[src/common/hbs_regs.svh]
// Timing counts and reset values for the half-bridge switch sequencer.
`ifndef HBS_REGS_SVH
`define HBS_REGS_SVH
`define HBS_CLK_MHZ          100
`define HBS_T_DEAD_MIN_NS    100
`define HBS_DEAD_MIN_CYC     ((`HBS_T_DEAD_MIN_NS * `HBS_CLK_MHZ + 999) / 1000)
`define HBS_DEAD_CNT_W       8
`define HBS_SYNC_W           8
`define HBS_SYNC_RST         8'h00
`define HBS_SIDE_LOW         1'b0
`define HBS_SIDE_HIGH        1'b1
`endif

[src/common/hbs_pkg.sv]
// Types shared by the half-bridge switch sequencer.
package hbs_pkg;

  typedef struct packed {
    logic enable;
    logic fault;
    logic boost_start;
    logic boost_uv;
    logic ramp_lower;
    logic ramp_upper;
    logic slope_end;
    logic slope_start;
  } hbs_flags_t;

  typedef enum logic [3:0] {
    ST_IDLE    = 4'h1,
    ST_CONDUCT = 4'h2,
    ST_WAIT    = 4'h4,
    ST_SLOPE   = 4'h8
  } hbs_state_t;

endpackage : hbs_pkg

[src/rtl/hbs_sequencer.sv]
// Half-bridge gate sequencer with adaptive dead time and undervoltage gating.
// What this block does
// - Boost undervoltage stops switching at the next low-side turn-on.
// - Switching resumes once boost rises above the separate start level.
// - Successive oscillator cycles go alternately to high and low side.
// - Oscillator runs at twice bridge frequency; two cycles per bridge period.
// - Conducting switch turns off at the end of its oscillator cycle.
// - Opposite switch turns on as soon as the bridge slope ends.
// - A fixed minimum dead time always separates the two gates.
// - Slope still running at end of charge phase forces next switch on.
// - In capacitive mode the opposite switch waits until the slope starts.
// - Oscillator runs slowed while waiting for the slope to begin.
// - Ramp reaching upper threshold without slope forces the waiting switch on.
// - Switching starts only with protections clear and enable input active.
// - Charge current starts reduced, goes normal once slope start is seen.
`timescale 1ns/1ps
`include "hbs_regs.svh"

module hbs_sequencer (
  input  wire logic ref_clk_in,
  input  wire logic sys_rst_in,
  input  wire logic clk_en_in,
  input  wire logic slope_start_in,
  input  wire logic slope_end_in,
  input  wire logic ramp_upper_threshold_in,
  input  wire logic ramp_lower_threshold_in,
  input  wire logic boost_sense_uv_in,
  input  wire logic boost_sense_start_in,
  input  wire logic protection_fault_in,
  input  wire logic softstart_enable_input_in,
  output logic      high_side_gate_out,
  output logic      low_side_gate_out,
  output logic      osc_reduced_charge_out,
  output logic      running_out
);

  localparam logic [`HBS_DEAD_CNT_W-1:0] DEAD_MIN = `HBS_DEAD_CNT_W'(`HBS_DEAD_MIN_CYC);
  hbs_pkg::hbs_flags_t raw;
  hbs_pkg::hbs_flags_t s1_q;
  hbs_pkg::hbs_flags_t s2_q;
  hbs_pkg::hbs_flags_t s3_q;
  hbs_pkg::hbs_flags_t flt_q;
  hbs_pkg::hbs_flags_t prev_q;
  hbs_pkg::hbs_state_t state_q;
  logic                         side_q;
  logic                         uv_stop_q;
  logic [`HBS_DEAD_CNT_W-1:0]   dead_cnt_q;
  logic                         run_ok;
  logic                         dead_done;
  logic                         lower_rise;
  logic                         upper_rise;
  logic                         start_rise;
  logic                         turn_on_req;

  assign raw = '{enable: softstart_enable_input_in, fault: protection_fault_in,
                 boost_start: boost_sense_start_in, boost_uv: boost_sense_uv_in,
                 ramp_lower: ramp_lower_threshold_in, ramp_upper: ramp_upper_threshold_in,
                 slope_end: slope_end_in, slope_start: slope_start_in};

  // Three stages per flag; the filtered value only moves when stages two and three agree.
  genvar gi;
  generate
    for (gi = 0; gi < `HBS_SYNC_W; gi++)
    begin : g_sync
      always_ff @(posedge ref_clk_in or posedge sys_rst_in)
      begin
        if (sys_rst_in)
        begin
          s1_q[gi]  <= 1'b0;
          s2_q[gi]  <= 1'b0;
          s3_q[gi]  <= 1'b0;
          flt_q[gi] <= 1'b0;
        end
        else if (clk_en_in)
        begin
          s1_q[gi] <= raw[gi];
          s2_q[gi] <= s1_q[gi];
          s3_q[gi] <= s2_q[gi];
          if (s2_q[gi] == s3_q[gi])
            flt_q[gi] <= s3_q[gi];
        end
      end
    end
  endgenerate

  always_ff @(posedge ref_clk_in or posedge sys_rst_in)
  begin
    if (sys_rst_in)
      prev_q <= `HBS_SYNC_RST;
    else if (clk_en_in)
      prev_q <= flt_q;
  end

  assign lower_rise = flt_q.ramp_lower & ~prev_q.ramp_lower;
  assign upper_rise = flt_q.ramp_upper & ~prev_q.ramp_upper;
  assign start_rise = flt_q.slope_start & ~prev_q.slope_start;
  assign run_ok     = flt_q.enable & ~flt_q.fault;
  assign dead_done  = (dead_cnt_q >= DEAD_MIN);

  // The slope end is level-sensed so a slope that ended during the dead time still counts.
  assign turn_on_req = ((state_q == hbs_pkg::ST_SLOPE) & (flt_q.slope_end | upper_rise))
                     | ((state_q == hbs_pkg::ST_WAIT) & upper_rise);

  // Undervoltage latch: the start flag clears it, giving hysteresis; a new dip wins.
  always_ff @(posedge ref_clk_in or posedge sys_rst_in)
  begin
    if (sys_rst_in)
      uv_stop_q <= 1'b0;
    else if (clk_en_in)
    begin
      if (flt_q.boost_uv)
        uv_stop_q <= 1'b1;
      else if (flt_q.boost_start)
        uv_stop_q <= 1'b0;
    end
  end

  // Counts cycles with both gates off, saturating.
  always_ff @(posedge ref_clk_in or posedge sys_rst_in)
  begin
    if (sys_rst_in)
      dead_cnt_q <= '0;
    else if (clk_en_in)
    begin
      if (high_side_gate_out | low_side_gate_out)
        dead_cnt_q <= '0;
      else if (!dead_done)
        dead_cnt_q <= dead_cnt_q + `HBS_DEAD_CNT_W'(1);
    end
  end

  always_ff @(posedge ref_clk_in or posedge sys_rst_in)
  begin
    if (sys_rst_in)
    begin
      state_q                <= hbs_pkg::ST_IDLE;
      side_q                 <= `HBS_SIDE_LOW;
      high_side_gate_out     <= 1'b0;
      low_side_gate_out      <= 1'b0;
      osc_reduced_charge_out <= 1'b0;
      running_out            <= 1'b0;
    end
    else if (clk_en_in)
    begin
      if (!run_ok)
      begin
        state_q                <= hbs_pkg::ST_IDLE;
        side_q                 <= `HBS_SIDE_LOW;
        high_side_gate_out     <= 1'b0;
        low_side_gate_out      <= 1'b0;
        osc_reduced_charge_out <= 1'b0;
        running_out            <= 1'b0;
      end
      else
      begin
        unique case (state_q)
          hbs_pkg::ST_IDLE:
          begin
            // Starting on the low side charges the bootstrap supply first.
            if (!uv_stop_q && dead_done)
            begin
              state_q           <= hbs_pkg::ST_CONDUCT;
              side_q            <= `HBS_SIDE_LOW;
              low_side_gate_out <= 1'b1;
              running_out       <= 1'b1;
            end
          end
          hbs_pkg::ST_CONDUCT:
          begin
            if (lower_rise)
            begin
              high_side_gate_out     <= 1'b0;
              low_side_gate_out      <= 1'b0;
              side_q                 <= ~side_q;
              osc_reduced_charge_out <= 1'b1;
              state_q                <= flt_q.slope_start ? hbs_pkg::ST_SLOPE : hbs_pkg::ST_WAIT;
            end
          end
          hbs_pkg::ST_WAIT:
          begin
            if (start_rise || flt_q.slope_start)
            begin
              state_q                <= hbs_pkg::ST_SLOPE;
              osc_reduced_charge_out <= 1'b0;
            end
            else if (turn_on_req && dead_done)
            begin
              osc_reduced_charge_out <= 1'b0;
              if (side_q == `HBS_SIDE_LOW && uv_stop_q)
              begin
                state_q     <= hbs_pkg::ST_IDLE;
                side_q      <= `HBS_SIDE_LOW;
                running_out <= 1'b0;
              end
              else
              begin
                state_q            <= hbs_pkg::ST_CONDUCT;
                high_side_gate_out <= side_q;
                low_side_gate_out  <= ~side_q;
              end
            end
          end
          hbs_pkg::ST_SLOPE:
          begin
            osc_reduced_charge_out <= 1'b0;
            if (turn_on_req && dead_done)
            begin
              if (side_q == `HBS_SIDE_LOW && uv_stop_q)
              begin
                state_q     <= hbs_pkg::ST_IDLE;
                running_out <= 1'b0;
              end
              else
              begin
                state_q            <= hbs_pkg::ST_CONDUCT;
                high_side_gate_out <= side_q;
                low_side_gate_out  <= ~side_q;
              end
            end
          end
          default:
          begin
            state_q            <= hbs_pkg::ST_IDLE;
            high_side_gate_out <= 1'b0;
            low_side_gate_out  <= 1'b0;
          end
        endcase
      end
    end
  end

  logic chk_last_low_q;
  always_ff @(posedge ref_clk_in or posedge sys_rst_in)
  begin
    if (sys_rst_in)
      chk_last_low_q <= 1'b0;
    else if (low_side_gate_out)
      chk_last_low_q <= 1'b1;
    else if (high_side_gate_out || state_q == hbs_pkg::ST_IDLE)
      chk_last_low_q <= 1'b0;
  end
endmodule : hbs_sequencer

[config.mk]
export PLATFORM = sky130hd
export DESIGN_NAME = hbs_sequencer
export DESIGN_NICKNAME = d
export VERILOG_FILES = /design/src/common/hbs_pkg.sv /design/src/rtl/hbs_sequencer.sv
export VERILOG_INCLUDE_DIRS = /design/src /design/src/common
export SDC_FILE = /design/constraint.sdc
export NUM_CORES = 1
export LEC_CHECK = 0
export ABC_AREA = 0
export BUFFER_PORTS_ARGS = -buffer_cell sky130_fd_sc_hd__buf_4
export CAP_MARGIN = 5
export CORE_MARGIN = 2
export CORE_UTILIZATION = 32
export CTS_BUF_LIST = sky130_fd_sc_hd__clkbuf_8
export CTS_CLUSTER_DIAMETER = 200
export DETAILED_ROUTE_END_ITERATION = 16
export PLACE_DENSITY = 0.56
export SLEW_MARGIN = 10
export SYNTH_ARGS = -nofsm -noshare
export SYNTH_HDL_FRONTEND = slang
export SYNTH_SLANG_ARGS = --single-unit
[constraint.sdc]
create_clock -name ref_clk_in -period 3.5 [get_ports ref_clk_in]
set_clock_uncertainty 0.1 [all_clocks]
set_input_delay 0.7 -clock ref_clk_in [delete_from_list [all_inputs] [get_ports ref_clk_in]]
set_output_delay 0.7 -clock ref_clk_in [all_outputs]
set_load 0.02 [all_outputs]
==> out/qor.log, run 1 <==
[run_status] run status complete, no violations
[logic_synthesis] Mapped Avg Cell Area 11.3 µm²
[hold_path] hold crit path type flip-flop to flip-flop
[timing] min cycle time layout 2.19 ns
[global_routing] first-pass GRT wire length 7520 µm
[routing] detailed-route vias per instance 4.90
[floorplan] standard cell core area 7650 µm²
[clocking] cell chosen for the clock root sky130_fd_sc_hd__clkbuf_8
[timing] fin. max-slew vios 0
[timing] period utilization 62.6%
[logic_synthesis] number of distinct standard cells referenced by the synthesized netlist 51
[routing] number of detailed-route iterations in the first pass 4
[layout] commonest cells after routing, fill and taps aside 51 x sky130_fd_sc_hd__dfrtp_1, 26 x sky130_fd_sc_hd__mux2_2, 23 x sky130_fd_sc_hd__a21oi_1, 15 x sky130_fd_sc_hd__nor2_1, 14 x sky130_fd_sc_hd__buf_4
[clocking] cts hold-fix bufs 0
[routing] antenna-violating nets left 0
[floorplan] Die Y 92.3 µm
[clocking] total of cells resized after clock tree synthesis 0
[critical_path] startpoint class of the critical path flip-flop
[timing] Worst Max-Slew Pin Slew 0.871 ns
[routing] detail-routed net length per standard cell 12.8 µm
[routing] First DRT Iteration DRCs 46
[timing] unrepaired setup endpoints after global routing false
[floorplan] Core Rows 32
[critical_path] critical path data arrival time 2.29 ns
[clocking] number of sinks handled by clock tree synthesis 52
[global_routing] number of antenna violations at the first check in global routing 0
[hold_path] Hold Path Stages 2
[place] Post-DP HPWL 2950 µm
[logic_synthesis] post-synthesis cell count 221
[place] Cells after DPL 330
[logic_synthesis] FFs w/ async S/R, synth 100%
[logic_synthesis] number of flops mapped to enable cells by yosys 0
[clocking] Bufs on Longest Clock Path 2
[critical_path] Buffers & Inverters on Critical Path 0
[clocking] number of H-tree levels 2
[timing] final hold violation count 0
[floorplan] I/O Pins 15
[place] final weighted congestion in routability-driven placement 0.824
[power] standby leakage power 1.22 nW
[timing] highest attainable clock frequency 0.456 GHz
[global_routing] via count of the first global-routing pass 1,603
[critical_path] slowest cell on the critical path sky130_fd_sc_hd__or4b_4
[timing] WHS 0.398 ns
[critical_path] Critical Path Stages 5
[clocking] CTS clk-pin slew, worst paths 0.10 ns
[layout] number of filler instances in the final layout 752
[clocking] clock latency on the worst-skew pair 0.30 ns
[layout] post-route cell area 2790 µm²
[layout] Ant. Diodes 0
[critical_path] worst setup path category flip-flop to flip-flop
[logic_synthesis] total of warnings raised by yosys 0
[layout] net count reported at finish 248
[critical_path] Setup crit end kind flip-flop
[layout] post-synthesis to final-layout area growth 11.8%
[global_routing] total global routing track utilization 10.9%
[critical_path] list of cells traversed by the critical path or4b_4, o31ai_4, o21bai_4, nor3_1, a22o_1
[place] buffers added on ports 14
[layout] most common cell after layout, fill and taps aside sky130_fd_sc_hd__dfrtp_1
[place] placement-stage cell area 2690 µm²
[routing] wire length after detailed routing 4330 µm
[critical_path] peak fanout along the critical path 10
[global_routing] maximum number of pins on one net before global-route repair 53
[timing] final setup TNS 0 ns
[layout] number of cells in the finished layout apart from fillers 338
[timing] setup slack after layout 1.31 ns
[logic_synthesis] post-synthesis register bit count 52
[timing] count of final setup violators 0
[clocking] post-CTS repair timing setup buffer count 0
[run] number of max-cap violations 0
[timing] worst rel slew slack 41.9%
[routing] detailed-route DRC error count 0
[routing] detailed-route via count 1,657
[floorplan] initial core utilization 32.6%
[layout] register cell area after layout 1300 µm²
[clocking] CTS tree done
[logic_synthesis] cell area after synthesis 2490 µm²
[power] worst vdd rail ir drop 0.259 mV
[critical_path] number of cells on the worst reg-to-reg path 5
[floorplan] Die X 92.3 µm
[clocking] number of CTS-inserted buffers 5
[floorplan] area enclosed by the die boundary 8510 µm²
[critical_path] crit-path max cell delay 0.61 ns
[global_routing] total congestion overflow 0
[critical_path] Top delay family on crit path compound AO/OA/AOI/OAI gates
[critical_path] CP Data Required Time 3.60 ns
[place] post-placement setup slack 1.19 ns
[layout] layout cells sized above 1 26.7%
[logic_synthesis] nets in the synthesized netlist 234
[power] power per unit of standard cell area 598 nW/µm²
[logic_synthesis] sequential fraction of the synthesis area 52.2%
[logic_synthesis] main flop type after synthesis sky130_fd_sc_hd__dfrtp_1
[layout] combined area of the multi-input logic cells 1120 µm²
## kinds of logic after synthesis
logic type               after synthesis  share of synthesized area (%)
AND/OR/NAND/NOR                       65                           15.1
AO/OA/AOI/OAI                         59                           16.8
flip-flops                            52                           52.2
multiplexers                          26                           11.7
buffers and inverters                 16                           2.76
adder cells (fa/ha/maj)                2                           1.00
XOR/XNOR                               1                          0.351
## power breakdown
part | switching, mW | total (mW) | internal [mW] | leakage (nW)
Combinational | 0.227 | 0.445 | 0.218 | 0.522
Sequential | 0.131 | 0.860 | 0.729 | 0.650
Clock | 0.202 | 0.364 | 0.162 | 0.0516
Total | 0.560 | 1.67 | 1.11 | 1.22
## path summary, 6_finish.rpt
path,startpoint,endpoint,slack (ns)
worst max-delay path,state_q[2],state_q[2],1.31
worst min register to register,s3_q[6],flt_q[6],0.40
worst min-delay path,s3_q[6],flt_q[6],0.40
max in group asynchronous,sys_rst_in,s1_q[6],2.34
min in group asynchronous,sys_rst_in,s2_q[2],0.45
worst max register to register,state_q[2],state_q[2],1.31
## sequential cells by signal, summed over array words and instances, names as in the netlist, 2 cells and up
register,flops
s3_q,8
state_q,4
prev_q,2
flt_q,8
s2_q,8
dead_cnt_q,8
s1_q,8
## layout make-up
cell class	count	share of cell area, %
Multi-Input combinational cell	153	40.2
Sequential cell	52	46.7
Tap cell	102	4.58
Inverter	9	1.26
Clock inverter	2	0.493
Timing Repair Buffer	14	3.77
Clock buffer	6	2.96
## Yosys cell counts, drive strengths merged (2+ instances only)
library cell   n  share of area (%)
dfrtp         51                 51
mux2          26                 12
a21oi         23                4.6
nor2          17                3.0
nand2b        11                2.8
inv            9                1.4
nand2          8                1.2
o21ai          8                1.6
buf            7                1.4
nand3          7                1.4
nor2b          5                1.4
a22o           4                1.4
a21o           3               0.95
and2           3               0.85
nor3           3               0.60
o21bai         3                1.4
o41ai          3                1.1
a31oi          2               0.50
ha             2                1.0
o31a           2               0.70
o31ai          2                1.4
or3            2               0.50
or4            2               0.75
or4b           2                1.1
## worst min-delay path, delay by kind of cell (launching register included)
kind               cells  cell delay, ns
DFF                    1            0.35
and+or+nand+nor        1            0.07
AOI/OAI and AO/OA      1            0.04
## metal layers
| layer | track usage, % | wire [µm] | up-vias |
|---|---|---|---|
| met1 | 14.9 | 2130 | 806 |
| li1 | - | - | 825 |
| met4 | 2.61 | 27 | 0 |
| met3 | 2.71 | 139 | 4 |
| met5 | 0 | 0 | - |
| met2 | 17.5 | 2030 | 22 |
## stage by stage
step | total power, mW | util [%]
finish | 1.67 | 36.5
global route | 1.79 | 36.5
CTS | 1.69 | 36.5
detailed placement | 1.32 | 35.2
global placement | 1.31 | 35.2
floorplan | 1.20 | -
Note: power is estimated with default switching activity, not from simulation.
==> inputs of run 2 (changes only) <==
==> constraint.sdc (replaced) <==
create_clock -name ref_clk_in -period 2.3 [get_ports ref_clk_in]
set_clock_uncertainty 0.1 [all_clocks]
set_input_delay 0.46 -clock ref_clk_in [delete_from_list [all_inputs] [get_ports ref_clk_in]]
set_output_delay 0.46 -clock ref_clk_in [all_outputs]
set_load 0.02 [all_outputs]
==> run 2 against run 1 <==
Register-to-register slack worse by 1.2 ns. Via count up 2.5%. Global-route usage up 0.57 points. Utilization up 0.56 points. Count of clock-buffer cells in the layout down 1. Total power up 53%. Sequential power up 51%. Sequential share of layout area down 0.70 points. Final cell count up 1.8%. Clock power up 52%. Hold slack worse by 0.33 ns. First-iteration DRC count up 130%.
==> out/qor.log, run 2 (synthesis gave the netlist of run 1 again) <==
[timing] unrepaired setup endpoints after global routing false
[routing] number of detailed-route iterations in the first pass 4 [unchanged]
[global_routing] total congestion overflow 0 [unchanged]
[layout] net count reported at finish 254 [+2.4%]
[global_routing] maximum number of pins on one net before global-route repair 28 [-47%]
[run_status] run status complete, no violations
[layout] post-route cell area 2830 µm² [+1.5%]
[timing] period utilization 95.1% [+32 points]
[clocking] CTS tree done
[timing] final hold violation count 0 [unchanged]
[place] final weighted congestion in routability-driven placement 0.859 [+4.3%]
[floorplan] Core Rows 32 [unchanged]
[timing] worst rel slew slack 60.4% [+19 points]
[power] power per unit of standard cell area 904 nW/µm² [+51%]
[timing] count of final setup violators 0 [unchanged]
[clocking] number of H-tree levels 2 [unchanged]
[timing] final setup TNS 0 ns [unchanged]
[layout] post-synthesis to final-layout area growth 13.5%
[layout] commonest cells after routing, fill and taps aside 51 x sky130_fd_sc_hd__dfrtp_1, 26 x sky130_fd_sc_hd__mux2_2, 23 x sky130_fd_sc_hd__a21oi_1, 20 x sky130_fd_sc_hd__buf_4, 15 x sky130_fd_sc_hd__nor2_1
[critical_path] critical path data arrival time 2.29 ns [about the same]
[critical_path] peak fanout along the critical path 9 [-1]
[floorplan] standard cell core area 7650 µm² [unchanged]
[routing] detailed-route DRC error count 0 [unchanged]
[clocking] total of cells resized after clock tree synthesis 0 [unchanged]
[place] buffers added on ports 14 [unchanged]
[clocking] cts hold-fix bufs 0 [unchanged]
[routing] First DRT Iteration DRCs 104 [+130%]
[floorplan] Die X 92.3 µm [unchanged]
[timing] highest attainable clock frequency 0.457 GHz [+0.19%]
[place] Cells after DPL 336 [+1.8%]
[run] number of max-cap violations 0 [unchanged]
[power] worst vdd rail ir drop 0.348 mV [+35%]
[floorplan] initial core utilization 32.6% [unchanged]
[clocking] number of CTS-inserted buffers 5 [unchanged]
[routing] antenna-violating nets left 0 [unchanged]
[routing] WL met1 2160 µm [+1.3%]
[clocking] post-CTS repair timing setup buffer count 0 [unchanged]
[clocking] clock latency on the worst-skew pair 0.31 ns [about the same]
[critical_path] Setup crit end kind flip-flop
[timing] WHS 0.0680 ns [-0.330 ns]
[global_routing] total global routing track utilization 11.5% [+0.57 points]
[timing] setup slack after layout 0.112 ns [-1.20 ns]
[routing] top routing layer in use met4
[clocking] Bufs on Longest Clock Path 2 [unchanged]
[global_routing] number of antenna violations at the first check in global routing 0 [unchanged]
[place] Post-DP HPWL 3190 µm [+8.0%]
[routing] detailed-route vias per instance 4.94 [+0.69%]
[routing] detail-routed net length per standard cell 12.8 µm [about the same]
[routing] detailed-routed wire length on met3 146 µm [+5.0%]
[layout] number of cells in the finished layout apart from fillers 344 [+1.8%]
[critical_path] startpoint class of the critical path flip-flop
[layout] Ant. Diodes 0 [unchanged]
[global_routing] via count of the first global-routing pass 1,643 [+2.5%]
[hold_path] hold crit path type input pin to async pin
[clocking] cell chosen for the clock root sky130_fd_sc_hd__clkbuf_8
[timing] Worst Max-Slew Pin Slew 0.585 ns [-0.285 ns]
[floorplan] area enclosed by the die boundary 8510 µm² [unchanged]
[floorplan] Die Y 92.3 µm [unchanged]
[critical_path] CP Data Required Time 2.40 ns [-1.20 ns]
[layout] layout cells sized above 1 28.5% [+1.8 points]
[place] post-placement setup slack 0.134 ns [-1.05 ns]
[place] placement-stage cell area 2740 µm² [+1.7%]
[clocking] number of sinks handled by clock tree synthesis 52 [unchanged]
[timing] min cycle time layout 2.19 ns [-0.00419 ns]
[routing] Met2 Routed Length 2020 µm [-0.25%]
[critical_path] worst setup path category flip-flop to flip-flop
[power] standby leakage power 1.24 nW [+1.7%]
[floorplan] I/O Pins 15 [unchanged]
[routing] detailed-route via count 1,698 [+2.5%]
[layout] most common cell after layout, fill and taps aside sky130_fd_sc_hd__dfrtp_1
[global_routing] first-pass GRT wire length 7820 µm [+3.9%]
[routing] wire length after detailed routing 4400 µm [+1.7%]
[clocking] CTS clk-pin slew, worst paths 0.10 ns [about the same]
[timing] fin. max-slew vios 0 [unchanged]
==> run 2: cell types whose count changed in the layout (fill, tap and decap cells not counted), sizes merged <==
| cell | change |
|---|---|
| clkinvlp | +2 |
| inv | +1 |
| buf | +6 |
| clkinv | -2 |
| clkbuf | -1 |
==> run 2: per-stage QoR <==
step,total power [mW],utilization (%)
4_1_cts,2.60,37.0
3_5_place_dp,2.03,35.8
3_3_place_gp,2.02,35.8
2_1_floorplan,1.83,-
6_report,2.56,37.0
5_1_grt,2.75,37.0
==> run 2: critical path: stages (launching register included) <==
cell and delay, ns:
sky130_fd_sc_hd__dfrtp_1 0.49, sky130_fd_sc_hd__or4b_4 0.59, sky130_fd_sc_hd__o31ai_4 0.37, sky130_fd_sc_hd__o21bai_4 0.24, sky130_fd_sc_hd__nor3_1 0.08, sky130_fd_sc_hd__a22o_1 0.20
==> run 2: path summary, 6_finish.rpt <==
path                                               from                     end  slack [ns]  cells after the start
worst max register to register               state_q[3]              state_q[2]        0.11                      5
worst min register to register                  s3_q[5]                flt_q[5]        0.40                      2
max in group asynchronous                    sys_rst_in  osc_reduced_charge_out        1.45                      3
min in group ref_clk_in         ramp_upper_threshold_in                 s1_q[2]        0.27                      2
worst min-delay path                         sys_rst_in                 s1_q[0]        0.07                      2
worst max-delay path                         state_q[3]              state_q[2]        0.11                      5
==> run 2: routing by layer <==
layer	up-vias	GRT usage, %
met5	-	0
met4	0	4.73
met3	7	2.55
met2	31	17.3
met1	817	16.0
li1	843	-
==> run 2: report_power, final <==
| group | total [mW] | internal [mW] | switching [mW] | leakage, nW |
|---|---|---|---|---|
| Clock | 0.552 | 0.222 | 0.330 | 0.0423 |
| Combinational | 0.707 | 0.350 | 0.357 | 0.552 |
| Sequential | 1.30 | 1.11 | 0.193 | 0.650 |
| Total | 2.56 | 1.68 | 0.880 | 1.24 |
==> run 2: cell type report <==
type / instances / area, µm²
Fill cell: 746 / 4820
Clock inverter: 3 / 26.3
Tap cell: 102 / 128
Timing Repair Buffer: 20 / 150
Sequential cell: 52 / 1300
Clock buffer: 5 / 68.8
Multi-Input combinational cell: 153 / 1120
Inverter: 9 / 33.8
==> inputs of run 3 (changes only) <==
--- a/config.mk
+++ b/config.mk
@@ -6,9 +6,9 @@
 export SDC_FILE = /design/constraint.sdc
 export NUM_CORES = 1
 export LEC_CHECK = 0
-export ABC_AREA = 0
+export ABC_AREA = 1
 export BUFFER_PORTS_ARGS = -buffer_cell sky130_fd_sc_hd__buf_4
-export CAP_MARGIN = 5
+export CAP_MARGIN = 20
 export CORE_MARGIN = 2
 export CORE_UTILIZATION = 32
 export CTS_BUF_LIST = sky130_fd_sc_hd__clkbuf_8
==> run 3 against run 2 <==
Sequential cell count is the same. Die area shrank 0.53%. Combinational power shrank 23%. Synthesized cell count grew 39%. Clock power is essentially flat. Non-clock buffer count shrank 3. First-iteration DRC count shrank 3.8%. Global-route usage shrank 0.13 points. Sequential share of layout area grew 0.25 points. Routed wire length shrank 0.59%.
==> out/qor.log, run 3 <==
[floorplan] Die X 92.0 µm [-0.27%]
[logic_synthesis] main flop type after synthesis sky130_fd_sc_hd__dfrtp_1
[power] sequential power share 52.1% [+1.3 points]
[logic_synthesis] post-synthesis register bit count 52 [unchanged]
[clocking] post-CTS repair timing setup buffer count 0 [unchanged]
[power] Switching Fraction 34.3% [-0.073 points]
[logic_synthesis] nets in the synthesized netlist 321 [+37%]
[timing] period utilization 77.3% [-18 points]
[place] final weighted congestion in routability-driven placement 0.794 [-7.6%]
[floorplan] standard cell core area 7610 µm² [-0.52%]
[logic_synthesis] Post-synth top cells 87 x sky130_fd_sc_hd__nand2_1, 51 x sky130_fd_sc_hd__dfrtp_1, 38 x sky130_fd_sc_hd__o21ai_0
[logic_synthesis] number of distinct standard cells referenced by the synthesized netlist 24 [-53%]
[logic_synthesis] Mapped Avg Cell Area 8.05 µm² [-29%]
[critical_path] list of cells traversed by the critical path inv_1, ha_1, nor2_1, nand2_1, nand2_1, nand2_2, a21oi_2, nand3b_1, o21ai_0
[layout] commonest cells after routing, fill and taps aside 87 x sky130_fd_sc_hd__nand2_1, 51 x sky130_fd_sc_hd__dfrtp_1, 38 x sky130_fd_sc_hd__o21ai_0, 32 x sky130_fd_sc_hd__inv_1, 28 x sky130_fd_sc_hd__nor2_1
[global_routing] via count of the first global-routing pass 1,766 [+7.5%]
[logic_synthesis] sequential fraction of the synthesis area 52.5% [+0.29 points]
[clocking] number of sinks handled by clock tree synthesis 52 [unchanged]
[routing] wire length after detailed routing 4380 µm [-0.59%]
[timing] fin. max-slew vios 0 [unchanged]
[layout] net count reported at finish 338 [+33%]
[run_status] run status complete, no violations
[power] standby leakage power 1.37 nW [+10%]
[global_routing] total global routing track utilization 11.3% [-0.13 points]
[timing] highest attainable clock frequency 0.563 GHz [+23%]
[logic_synthesis] number of flops mapped to enable cells by yosys 0 [unchanged]
[timing] setup slack after layout 0.522 ns [+0.410 ns]
[logic_synthesis] post-synthesis cell count 308 [+39%]
[power] worst vdd rail ir drop 0.354 mV [+1.6%]
[critical_path] number of cells on the worst reg-to-reg path 9 [+4]
[timing] unrepaired setup endpoints after global routing false
[power] Net Switching 0.784 mW [-11%]
[run] number of max-cap violations 0 [unchanged]
[clocking] Bufs on Longest Clock Path 2 [unchanged]
[clocking] CTS clk-pin slew, worst paths 0.10 ns [about the same]
[layout] number of filler instances in the final layout 803 [+7.6%]
[timing] count of final setup violators 0 [unchanged]
[floorplan] Core Rows 32 [unchanged]
[floorplan] area enclosed by the die boundary 8470 µm² [-0.53%]
[critical_path] startpoint class of the critical path flip-flop
[clocking] number of CTS-inserted buffers 5 [unchanged]
[routing] number of detailed-route iterations in the first pass 4 [unchanged]
[clocking] cell chosen for the clock root sky130_fd_sc_hd__clkbuf_8
[routing] detail-routed net length per standard cell 10.2 µm [-20%]
[hold_path] hold crit path type input pin to async pin
[critical_path] peak fanout along the critical path 12 [+3]
[logic_synthesis] most frequent cell after synthesis sky130_fd_sc_hd__nand2_1
[floorplan] Die Y 92.0 µm [-0.27%]
[clocking] cts hold-fix bufs 0 [unchanged]
[power] combinational cell fraction of total power 23.9% [-3.7 points]
[power] power per unit of standard cell area 812 nW/µm² [-10%]
[place] Post-DP HPWL 3120 µm [-2.2%]
[critical_path] R2R Setup Slk 0.52 ns [+0.41 ns]
[layout] combined area of the multi-input logic cells 1010 µm² [-10%]
[critical_path] endpoint of the lowest-slack register-to-register path dead_cnt_q[1]
[clocking] number of H-tree levels 2 [unchanged]
[timing] final hold violation count 0 [unchanged]
[global_routing] total congestion overflow 0 [unchanged]
[power] overall power consumption 2.29 mW [-11%]
[layout] post-synthesis to final-layout area growth 13.6% [about the same]
[global_routing] number of antenna violations at the first check in global routing 0 [unchanged]
[place] buffers added on ports 14 [unchanged]
[power] clock network fraction of total power 24.0% [+2.4 points]
[logic_synthesis] cell types occupying the most area after synthesis sky130_fd_sc_hd__dfrtp_1 51%, sky130_fd_sc_hd__nand2_1 13%, sky130_fd_sc_hd__o21ai_0 7.7%
[floorplan] I/O Pins 15 [unchanged]
[routing] detailed-route via count 1,911 [+13%]
[critical_path] slowest cell on the critical path sky130_fd_sc_hd__a21oi_2
[timing] Worst Max-Slew Pin Slew 0.495 ns [-0.0901 ns]
[logic_synthesis] area leader, netlist sky130_fd_sc_hd__dfrtp_1
[routing] antenna-violating nets left 0 [unchanged]
[clocking] CTS tree done
[logic_synthesis] FFs w/ async S/R, synth 100% [unchanged]
[critical_path] Setup crit end kind flip-flop
[layout] layout cells sized above 1 16.0% [-13 points]
[power] Power Internal 1.50 mW [-11%]
[timing] min cycle time layout 1.78 ns [-0.410 ns]
[layout] Ant. Diodes 0 [unchanged]
[clocking] clock latency on the worst-skew pair 0.30 ns [about the same]
[critical_path] most common cell type on the critical path sky130_fd_sc_hd__nand2_1
[layout] register cell area after layout 1300 µm² [unchanged]
[place] post-placement setup slack 0.543 ns [+0.410 ns]
[timing] final setup TNS 0 ns [unchanged]
[critical_path] startpoint of the worst register-to-register path dead_cnt_q[0]
[critical_path] crit-path max cell delay 0.44 ns [-0.15 ns]
[global_routing] first-pass GRT wire length 7830 µm [+0.18%]
[critical_path] CP Data Required Time 2.43 ns [+0.03 ns]
[critical_path] critical path data arrival time 1.90 ns [-0.39 ns]
[layout] most common cell after layout, fill and taps aside sky130_fd_sc_hd__nand2_1
[clocking] total of cells resized after clock tree synthesis 0 [unchanged]
[timing] worst rel slew slack 67.0% [+6.6 points]
[logic_synthesis] total of warnings raised by yosys 0 [unchanged]
[global_routing] maximum number of pins on one net before global-route repair 37 [+32%]
[logic_synthesis] top cell type's share of synthesized area 51.5% [+0.28 points]
[floorplan] initial core utilization 32.6% [about the same]
[routing] detailed-route DRC error count 0 [unchanged]
[routing] First DRT Iteration DRCs 100 [-3.8%]
[routing] detailed-route vias per instance 4.46 [-9.5%]
[logic_synthesis] cell area after synthesis 2480 µm² [-0.55%]
[critical_path] worst setup path category flip-flop to flip-flop
run 3: cell types whose count changed in the layout (fill, tap and decap cells not counted), moves of 4 or more:
cell,change
sky130_fd_sc_hd__o21ai_1,+4
sky130_fd_sc_hd__nor2_1,+13
sky130_fd_sc_hd__inv_1,+24
sky130_fd_sc_hd__buf_4,-4
sky130_fd_sc_hd__a21oi_1,-18
sky130_fd_sc_hd__nand2_2,+9
sky130_fd_sc_hd__nor2b_1,-4
sky130_fd_sc_hd__o21ai_0,+33
sky130_fd_sc_hd__nand3_1,+7
sky130_fd_sc_hd__nand2b_1,-11
sky130_fd_sc_hd__mux2_2,-26
sky130_fd_sc_hd__inv_2,+5
sky130_fd_sc_hd__nand2_1,+79
run 3: cells by family after synthesis:
group / share of synthesized area [%]
AND/OR/NAND/NOR: 27.9
AO/OA/AOI/OAI: 11.0
flip-flops: 52.5
buffers and inverters: 6.86
XOR/XNOR: 0.706
adder cells (fa/ha/maj): 1.01
run 3: power groups by stage:
stage / Combinational (mW) / Sequential, mW / Clock, mW
2_1_floorplan: 0.415 / 1.20 / 0
3_5_place_dp: 0.550 / 1.21 / 0
5_1_grt: 0.636 / 1.21 / 0.622
3_3_place_gp: 0.541 / 1.20 / 0
4_1_cts: 0.552 / 1.19 / 0.583
6_report: 0.546 / 1.19 / 0.549
run 3: per-layer routing:
metal / share of wire (%) / track usage, % / vias up / wire length, µm
li1: - / - / 1010 / -
met1: 52 / 16.1 / 867 / 2290
met2: 43 / 17.6 / 29 / 1890
met3: 3.5 / 2.22 / 5 / 153
met4: 0.89 / 3.36 / 0 / 39
met5: 0 / 0 / - / 0
run 3: how the worst max path moves through the flow:
stage	startpoint	end	slack (ns)
after CTS	dead_cnt_q[0]	dead_cnt_q[0]	0.52
final	dead_cnt_q[0]	dead_cnt_q[1]	0.52
after detailed placement	dead_cnt_q[0]	dead_cnt_q[0]	0.54
after global placement	dead_cnt_q[0]	dead_cnt_q[0]	0.60
after global routing	dead_cnt_q[0]	dead_cnt_q[1]	0.30
after floorplan	sys_rst_in	dead_cnt_q[0]	0.48
run 3: stage by stage:
step | cell area (µm²) | cells | utilization [%] | hold WS, ns
after global routing | 2820 | 428 | 37.0 | 0.0529
after global placement | 2720 | 420 | 35.8 | 0.366
after CTS | 2820 | 428 | 37.0 | 0.0398
final | 2820 | 428 | 37.0 | 0.0324
after floorplan | 2480 | 308 | - | 0.353
after detailed placement | 2720 | 420 | 35.8 | 0.373
run 3: critical path: cells and delay by family (launching register included):
family / cells / cell delay [ns]
adder cells (fa/ha/maj): 1 / 0.19
flip-flops: 1 / 0.39
AO/OA/AOI/OAI: 2 / 0.54
AND/OR/NAND/NOR: 5 / 0.40
buffers and inverters: 1 / 0.08
run 3: cell type report:
type | instances | share of cell area, %
flip-flops and latches | 52 | 46.2
repair buffers | 17 | 4.98
clock inverters | 3 | 0.977
inverters | 38 | 5.06
multi-input cells | 211 | 35.8
clock buffers | 5 | 2.44
well taps | 102 | 4.53
